==> src/hw/irq_pin_regs.svh <==
// Register offsets, field positions and reset values of the interrupt pin block.
`ifndef IRQ_PIN_REGS_SVH
`define IRQ_PIN_REGS_SVH
`define FIRST_IRQ_PIN_IO_CFG_OFS     8'h53
`define SECOND_IRQ_PIN_IO_CFG_OFS    8'h54
`define IRQ_HOLD_MODE_CFG_OFS        8'h55
`define FIRST_PIN_FEATURE_ROUTE_OFS  8'h56
`define SECOND_PIN_FEATURE_ROUTE_OFS 8'h57
`define DATA_EVENT_ROUTE_OFS         8'h58
`define IO_CFG_RST                   8'h00
`define HOLD_MODE_RST                8'h00
`define ROUTE_RST                    8'h00
`define IO_CFG_MASK                  8'h1F
`define HOLD_MODE_MASK               8'h01
`define DATA_ROUTE_MASK              8'h77
`define IO_EDGE_BIT                  0
`define IO_LEVEL_BIT                 1
`define IO_DRAIN_BIT                 2
`define IO_OUT_EN_BIT                3
`define IO_IN_EN_BIT                 4
`define HOLD_LATCH_BIT               0
`define ROUTE_FULL_BIT               0
`define ROUTE_WATERMARK_BIT          1
`define ROUTE_NEWDATA_BIT            2
`define ROUTE_SECOND_SHIFT           4
`endif

==> src/hw/irq_pin_pkg.sv <==
// Types shared by the interrupt pin block.
package irq_pin_pkg;
  typedef struct packed {
    logic inEn;
    logic outEn;
    logic drainModeSel;
    logic activeHigh;
    logic edgeTrig;
  } pin_cfg_t;

  typedef struct packed {
    logic newData;
    logic watermark;
    logic full;
  } event_set_t;

  typedef struct packed {
    logic wr;
    logic rd;
    logic [7:0] addr;
    logic [7:0] wdata;
  } reg_req_t;
endpackage : irq_pin_pkg

==> src/hw/irq_pin_driver.sv <==
// One interrupt pin: event hold, polarity, drive mode, enables and input sensing.
`timescale 1ns/1ps
module irq_pin_driver (
  input  wire logic                  core_clk,
  input  wire logic                  sys_rst,
  input  wire irq_pin_pkg::pin_cfg_t cfg,
  input  wire logic                  latchMode,
  input  wire logic                  eventAny,
  input  wire logic                  clearHold,
  input  wire logic                  pinIn,
  output logic                       pinOut,
  output logic                       pinOeN,
  output logic                       senseEvent
);
  logic holdQ, holdD;
  logic outQ, outD;
  logic oeNQ, oeND;
  logic syncAQ, syncBQ, syncCQ;
  logic senseQ, senseD;
  logic active;

  always_comb
  begin
    holdD = holdQ;
    if (!latchMode)
      holdD = 1'b0;
    else if (eventAny)
      holdD = 1'b1;
    else if (clearHold)
      holdD = 1'b0;
    active = eventAny | holdD;
    outD = cfg.activeHigh ? active : ~active;
    if (!cfg.outEn)
      oeND = 1'b1;
    else if (cfg.drainModeSel)
      oeND = ~(outD == cfg.activeHigh);
    else
      oeND = 1'b0;
    senseD = 1'b0;
    if (cfg.inEn)
    begin
      if (cfg.edgeTrig)
        senseD = (syncBQ == cfg.activeHigh) && (syncCQ != cfg.activeHigh);
      else
        senseD = (syncBQ == cfg.activeHigh);
    end
  end

  always_ff @(posedge core_clk or posedge sys_rst)
  begin
    if (sys_rst)
    begin
      holdQ  <= 1'b0;
      outQ   <= 1'b1;
      oeNQ   <= 1'b1;
      syncAQ <= 1'b0;
      syncBQ <= 1'b0;
      syncCQ <= 1'b0;
      senseQ <= 1'b0;
    end
    else
    begin
      holdQ  <= holdD;
      outQ   <= outD;
      oeNQ   <= oeND;
      syncAQ <= pinIn;
      syncBQ <= syncAQ;
      syncCQ <= syncBQ;
      senseQ <= senseD;
    end
  end

  assign pinOut     = outQ;
  assign pinOeN     = oeNQ;
  assign senseEvent = senseQ;
endmodule : irq_pin_driver

==> src/hw/irq_pin_config_and_mapping.sv <==
// Interrupt pin configuration registers and event routing onto two pins.
`timescale 1ns/1ps
`include "irq_pin_regs.svh"
// Summary of operation
// - Bit 0 of each pin control register picks level (0) or edge (1) sensing of the pin input.
// - Bit 1 makes the pin active low (0) or active high (1).
// - Bit 2 picks push-pull (0) or open-drain (1) drive.
// - Bit 3 disables (0) or enables (1) the pin output.
// - Bit 4 disables (0) or enables (1) the pin input.
// - The second pin control register has the same fields and acts on the second pin alone.
// - Both pin control registers reset to zero and bits 7 to 5 read as zero.
// - Bit 0 of the hold mode register selects pulsed (0) or latched (1) signalling, reset zero.
// - Route bits 0, 1 and 2 send full, watermark and new data events to the first pin.
// - Route bits 4, 5 and 6 send the same events to the second pin; bits 3 and 7 read zero.
// - Feature route registers sit at 0x56 and 0x57 per pin and reset to zero.
// - The watermark event comes from a fill threshold held outside this block.
// - The full event comes from the buffer whose stop-on-full option lives outside.
module irq_pin_config_and_mapping (
  input  wire logic                    core_clk,
  input  wire logic                    sys_rst,
  input  wire irq_pin_pkg::reg_req_t   regReq,
  output logic [7:0]                   regRdata,
  input  wire irq_pin_pkg::event_set_t dataEvents,
  input  wire logic [7:0]              featureEvents,
  input  wire logic                    statusRead,
  input  wire logic                    firstIrqPinIn,
  output logic                         firstIrqPinOut,
  output logic                         firstIrqPinOeN,
  input  wire logic                    secondIrqPinIn,
  output logic                         secondIrqPinOut,
  output logic                         secondIrqPinOeN,
  output logic [1:0]                   pinSense
);
  logic [7:0] firstCfgQ, firstCfgD;
  logic [7:0] secondCfgQ, secondCfgD;
  logic [7:0] holdQ, holdD;
  logic [7:0] featFirstQ, featFirstD;
  logic [7:0] featSecondQ, featSecondD;
  logic [7:0] dataRouteQ, dataRouteD;
  logic [7:0] rdataQ, rdataD;
  logic [1:0] pinAny;
  logic [1:0] senseRaw;
  logic [1:0] senseQ;
  logic       latchMode;

  always_comb
  begin
    firstCfgD   = firstCfgQ;
    secondCfgD  = secondCfgQ;
    holdD       = holdQ;
    featFirstD  = featFirstQ;
    featSecondD = featSecondQ;
    dataRouteD  = dataRouteQ;
    rdataD      = rdataQ;
    if (regReq.wr)
    begin
      case (regReq.addr)
        `FIRST_IRQ_PIN_IO_CFG_OFS:     firstCfgD   = regReq.wdata & `IO_CFG_MASK;
        `SECOND_IRQ_PIN_IO_CFG_OFS:    secondCfgD  = regReq.wdata & `IO_CFG_MASK;
        `IRQ_HOLD_MODE_CFG_OFS:        holdD       = regReq.wdata & `HOLD_MODE_MASK;
        `FIRST_PIN_FEATURE_ROUTE_OFS:  featFirstD  = regReq.wdata;
        `SECOND_PIN_FEATURE_ROUTE_OFS: featSecondD = regReq.wdata;
        `DATA_EVENT_ROUTE_OFS:         dataRouteD  = regReq.wdata & `DATA_ROUTE_MASK;
        default:                       dataRouteD  = dataRouteQ;
      endcase
    end
    if (regReq.rd)
    begin
      case (regReq.addr)
        `FIRST_IRQ_PIN_IO_CFG_OFS:     rdataD = firstCfgQ;
        `SECOND_IRQ_PIN_IO_CFG_OFS:    rdataD = secondCfgQ;
        `IRQ_HOLD_MODE_CFG_OFS:        rdataD = holdQ;
        `FIRST_PIN_FEATURE_ROUTE_OFS:  rdataD = featFirstQ;
        `SECOND_PIN_FEATURE_ROUTE_OFS: rdataD = featSecondQ;
        `DATA_EVENT_ROUTE_OFS:         rdataD = dataRouteQ;
        default:                       rdataD = 8'h00;
      endcase
    end
  end

  always_ff @(posedge core_clk or posedge sys_rst)
  begin
    if (sys_rst)
    begin
      firstCfgQ   <= `IO_CFG_RST;
      secondCfgQ  <= `IO_CFG_RST;
      holdQ       <= `HOLD_MODE_RST;
      featFirstQ  <= `ROUTE_RST;
      featSecondQ <= `ROUTE_RST;
      dataRouteQ  <= `ROUTE_RST;
      rdataQ      <= 8'h00;
      senseQ      <= 2'h0;
    end
    else
    begin
      firstCfgQ   <= firstCfgD;
      secondCfgQ  <= secondCfgD;
      holdQ       <= holdD;
      featFirstQ  <= featFirstD;
      featSecondQ <= featSecondD;
      dataRouteQ  <= dataRouteD;
      rdataQ      <= rdataD;
      senseQ      <= senseRaw;
    end
  end

  assign latchMode = holdQ[`HOLD_LATCH_BIT];
  assign regRdata  = rdataQ;
  assign pinSense  = senseQ;

  // Watermark and full events arrive already qualified by the buffer's threshold and stop option.
  always_comb
  begin
    pinAny[0] = (dataEvents.full      & dataRouteQ[`ROUTE_FULL_BIT])
              | (dataEvents.watermark & dataRouteQ[`ROUTE_WATERMARK_BIT])
              | (dataEvents.newData   & dataRouteQ[`ROUTE_NEWDATA_BIT])
              | (|(featureEvents & featFirstQ));
    pinAny[1] = (dataEvents.full      & dataRouteQ[`ROUTE_SECOND_SHIFT + `ROUTE_FULL_BIT])
              | (dataEvents.watermark & dataRouteQ[`ROUTE_SECOND_SHIFT + `ROUTE_WATERMARK_BIT])
              | (dataEvents.newData   & dataRouteQ[`ROUTE_SECOND_SHIFT + `ROUTE_NEWDATA_BIT])
              | (|(featureEvents & featSecondQ));
  end

  irq_pin_driver firstDriver (
    .core_clk   (core_clk),
    .sys_rst    (sys_rst),
    .cfg        (irq_pin_pkg::pin_cfg_t'(firstCfgQ[4:0])),
    .latchMode  (latchMode),
    .eventAny   (pinAny[0]),
    .clearHold  (statusRead),
    .pinIn      (firstIrqPinIn),
    .pinOut     (firstIrqPinOut),
    .pinOeN     (firstIrqPinOeN),
    .senseEvent (senseRaw[0])
  );

  irq_pin_driver secondDriver (
    .core_clk   (core_clk),
    .sys_rst    (sys_rst),
    .cfg        (irq_pin_pkg::pin_cfg_t'(secondCfgQ[4:0])),
    .latchMode  (latchMode),
    .eventAny   (pinAny[1]),
    .clearHold  (statusRead),
    .pinIn      (secondIrqPinIn),
    .pinOut     (secondIrqPinOut),
    .pinOeN     (secondIrqPinOeN),
    .senseEvent (senseRaw[1])
  );
endmodule : irq_pin_config_and_mapping

==> config.mk <==
export PLATFORM = sky130hd
export DESIGN_NAME = irq_pin_config_and_mapping
export DESIGN_NICKNAME = d
export VERILOG_FILES = /design/src/hw/irq_pin_pkg.sv /design/src/hw/irq_pin_driver.sv /design/src/hw/irq_pin_config_and_mapping.sv
export VERILOG_INCLUDE_DIRS = /design/src /design/src/hw
export SDC_FILE = /design/constraint.sdc
export NUM_CORES = 1
export LEC_CHECK = 0
export ABC_AREA = 1
export BUFFER_PORTS_ARGS = -buffer_cell sky130_fd_sc_hd__buf_2
export CORE_ASPECT_RATIO = 0.7
export CORE_MARGIN = 8
export CORE_UTILIZATION = 44
export CTS_CLUSTER_SIZE = 10
export DETAILED_ROUTE_END_ITERATION = 16
export PLACE_DENSITY = 0.63
export SKIP_CTS_REPAIR_TIMING = 1
export SLEW_MARGIN = 20
export SYNTH_ARGS = -nofsm -noshare
export SYNTH_HDL_FRONTEND = slang
export SYNTH_HIERARCHICAL = 1
export SYNTH_SLANG_ARGS = --single-unit
==> constraint.sdc <==
create_clock -name core_clk -period 1.8 [get_ports core_clk]
set_input_delay 0 -clock core_clk [delete_from_list [all_inputs] [get_ports core_clk]]
set_output_delay 0 -clock core_clk [all_outputs]
set_load 0.02 [all_outputs]
==> results_tabular.tex <==
\begin{tabular}{lr}
\hline
Metric & Value \\
\hline
\multicolumn{2}{l}{\textbf{STA}} \\
\quad Period utilization & 0.778 \\
\quad Setup Viol. Count Final & 0 \\
\quad Worst slew margin relative to its limit & 0.611 \\
\quad Worst clock skew & 0.00820 ns \\
\quad Final sum of negative setup slack & 0 ns \\
\quad Crit path time final & 1.40 ns \\
\quad Slew @ Worst Pin & 0.584 ns \\
\quad Count of pins over their slew limit & 0 \\
\quad Setup repair after global routing missed its margin & false \\
\quad Top achievable clock speed & 714 MHz \\
\quad Worst slack on hold paths & -0.00505 ns \\
\quad Final hold vios & 3 \\
\multicolumn{2}{l}{\textbf{Drt}} \\
\quad Total via count after detailed routing & 2328 \\
\quad Post-DR wirelength/cell & 14.6 um \\
\quad First-pass DRT Iterations & 4 \\
\quad Number of DRC violations after detailed-routing iteration 0 & 195 \\
\quad Post-route ant nets & 0 \\
\quad Number of DRC violations after detailed routing & 0 \\
\quad Vias/cell & 4.90 \\
\quad Total routed wirelength & 6.92 mm \\
\multicolumn{2}{l}{\textbf{Setup path}} \\
\quad Sequence of cells on the critical path & nand2\_1, nand2\_1, a221oi\_1, nand4\_1, inv\_2, nand2\_2, nand2\_2, nand3\_1, nand2\_1 \\
\quad Critical Path Slowest Stage Cell & sky130\_fd\_sc\_hd\_\_dfrtp\_1 \\
\quad Type of the worst setup path & register to register \\
\quad Worst path top cell family by delay & simple AND/OR/NAND/NOR gates \\
\quad Worst setup SP type & register \\
\quad CP most frequent cell & sky130\_fd\_sc\_hd\_\_nand2\_1 \\
\quad Crit-path max cell delay & 0.41 ns \\
\quad Crit path DAT & 1.68 ns \\
\quad Crit Path Max Fanout & 4 \\
\quad Required time of the critical path & 2.08 ns \\
\quad Critical Path Sink Type & register \\
\quad Critical path buffer and inverter count & 1 \\
\multicolumn{2}{l}{\textbf{Synth}} \\
\quad Net count after synthesis & 362 \\
\quad Leading area contributor after synthesis & sky130\_fd\_sc\_hd\_\_dfrtp\_1 \\
\quad Syn\_area\_per\_cell & 8.52 um2 \\
\quad Netlist area before placement & 0.00279 mm2 \\
\quad Number of warnings reported in the yosys synthesis log & 6 \\
\quad Area fraction of the dominant cell type after synthesis & 0.475 \\
\quad Share of synthesized area occupied by flip-flops and latches & 0.512 \\
\quad FF+latch count, synth & 57 \\
\quad Synthesized netlist cell count & 328 \\
\quad Number of different library cells in the post-synthesis netlist & 30 \\
\quad Cell types with the largest area share after synthesis & sky130\_fd\_sc\_hd\_\_dfrtp\_1 47\%, sky130\_fd\_sc\_hd\_\_nand2\_1 13\%, sky130\_fd\_sc\_hd\_\_nand3\_1 6.3\% \\
\multicolumn{2}{l}{\textbf{CTS}} \\
\quad Number of CTS-inserted buffers & 9 \\
\quad Source-to-sink clock delay at the later pin of the worst-skew pair & 0.34 ns \\
\quad Maximum clock insertion buffer count & 2 \\
\quad Reg clk slew, reported paths & 0.07 ns \\
\quad Number of H-tree branching levels & 3 \\
\quad CTS Root Cell & sky130\_fd\_sc\_hd\_\_clkbuf\_8 \\
\quad Clk sinks & 57 \\
\quad CTS tree & yes \\
\multicolumn{2}{l}{\textbf{Floorplan}} \\
\quad Die area & 0.00920 mm2 \\
\quad Number of standard-cell rows in the floorplan & 24 \\
\quad Vertical extent of the die & 82.7 um \\
\quad Die width & 111 um \\
\quad Placeable core area & 0.00619 mm2 \\
\quad Count of boundary I/O pins & 48 \\
\quad Starting Density & 0.452 \\
\multicolumn{2}{l}{\textbf{Layout}} \\
\quad Antenna cell count & 0 \\
\quad Nets@finish & 426 \\
\quad Layout Utilization & 0.550 \\
\quad Fraction of final layout cells sized beyond drive strength 1 & 0.249 \\
\quad Number of filler cells placed in the layout & 579 \\
\quad Area Overhead vs Synth & 21.8\% \\
\multicolumn{2}{l}{\textbf{GRT}} \\
\quad Vias in the first global route & 2248 \\
\quad Total overflow reported by the global router & 0 \\
\quad Initial antenna violation count & 0 \\
\quad Largest net degree at the start of global routing & 44 \\
\quad Wire length of the first global-routing pass & 11.3 mm \\
\quad Overall Global Routing Usage & 0.159 \\
\multicolumn{2}{l}{\textbf{Place}} \\
\quad Total of buffers placed on input and output ports & 47 \\
\quad Half-perimeter wire length of the detailed placement result & 5.26 mm \\
\quad Final Wtd Congestion & 0.847 \\
\multicolumn{2}{l}{\textbf{Min path}} \\
\quad Class of the most critical hold timing path & input port to register \\
\multicolumn{2}{l}{\textbf{Status}} \\
\quad Violated checks & hold timing \\
\quad Result of the run & complete, but fails checks \\
\multicolumn{2}{l}{\textbf{Power and ir drop}} \\
\quad Static leakage & 0.00177 uW \\
\quad Worst voltage drop across the vdd grid & 550 uV \\
\quad Power density over the cells & 888 mW/mm2 \\
\multicolumn{2}{l}{\textbf{Flow run}} \\
\quad Count of max-cap constraint violations & 0 \\
\hline
\end{tabular}
-- cell usage in the layout (no fill, tap or decap), drive strengths merged, types with 6 or more instances in the layout --
| master | n |
|---|---|
| buf | 49 |
| o21a | 6 |
| dfrtp | 53 |
| o21ai | 31 |
| nor2 | 21 |
| inv | 41 |
| clkbuf | 9 |
| dlygate4sd3 | 12 |
| nand2 | 111 |
| nand3 | 37 |
-- state kept, by name, summed over array words and instances (netlist names), 2 cells and up --
name,cells
firstCfgQ,5
secondCfgQ,5
featSecondQ,8
pinSense,2
featFirstQ,8
dataRouteQ,6
regRdata,8
-- power by group --
| part | internal [uW] | total, uW | switching (uW) |
|---|---|---|---|
| sequential | 1350 | 1400 | 46.3 |
| clock | 775 | 1330 | 554 |
| combinational | 112 | 294 | 182 |
| total | 2240 | 3020 | 782 |
-- cells in the mapped netlist, drive strengths merged --
master and count:
nand3 37, a221oi 1, o21ai 31, nor2 21, o31ai 1, o21a 6, nor3 1, a21oi 3
o22ai 2, dfrtp 53, nand4 4, inv 41, dfstp 4, nand2 111, and2 1, a22o 1
buf 8, a21boi 2
-- final cells by class --
type / instances / area [um2] / area share
Sequential cell: 57 / 1430 / 0.421
Multi-Input combinational cell: 222 / 1130 / 0.332
Timing Repair Buffer: 61 / 370 / 0.109
Inverter: 41 / 154 / 0.0452
Clock buffer: 9 / 124 / 0.0364
Tap cell: 78 / 97.6 / 0.0287
Clock inverter: 7 / 95.1 / 0.0279
-- logic make-up after synthesis --
group                  count (synthesis)  share of synthesized area
flip-flops                            57                      0.512
buffers and inverters                 49                     0.0828
AO/OA/AOI/OAI                         47                     0.0972
AND/OR/NAND/NOR                      175                      0.308
-- tightest hold or removal path: stages --
cell	delay [ns]
sky130_fd_sc_hd__buf_2	0.16
sky130_fd_sc_hd__nand3_1	0.10
sky130_fd_sc_hd__nand2_1	0.05
-- routing by layer --
| metal | track usage | part of all wire | wire, um |
|---|---|---|---|
| met1 | 0.224 | 0.51 | 3520 |
| met4 | 0.0715 | 0.014 | 100 |
| met2 | 0.215 | 0.40 | 2800 |
| met3 | 0.0563 | 0.073 | 503 |
| met5 | 0 | 0 | 0 |
-- final timing paths --
| kind | startpoint | end | slack, ns | cells past startpoint |
|---|---|---|---|---|
| setup reg to reg | featFirstQ[3] | firstDriver/pinOeN | 0.40 | 9 |
| hold reg to reg | secondDriver/syncAQ | secondDriver/syncBQ | 0.35 | 0 |
| max in group asynchronous | sys_rst | regRdata[2] | 1.02 | 4 |
| min in group asynchronous | sys_rst | firstDriver/senseEvent | 0.15 | 3 |
| setup / recovery | featFirstQ[3] | firstDriver/pinOeN | 0.40 | 9 |
| hold / removal | regReq[17] | dataRouteQ[6] | -0.005 | 3 |
-- stage by stage --
| step | worst slack, ns | cells | hold WS (ns) | instance area, um2 | power [uW] |
|---|---|---|---|---|---|
| 6_report | 0.399 | 475 | -0.00505 | 3400 | 3020 |
| 5_1_grt | 0.198 | 475 | 0.0125 | 3400 | 3160 |
| 4_1_cts | 0.395 | 463 | -0.418 | 3280 | 3030 |
| 3_5_place_dp | 0.416 | 447 | -0.0400 | 3060 | 1700 |
| 3_3_place_gp | 0.438 | 447 | -0.0412 | 3060 | 1690 |
| 2_1_floorplan | 0.653 | 328 | -0.198 | 2790 | 1590 |
Power figures use the tool's default switching activity.
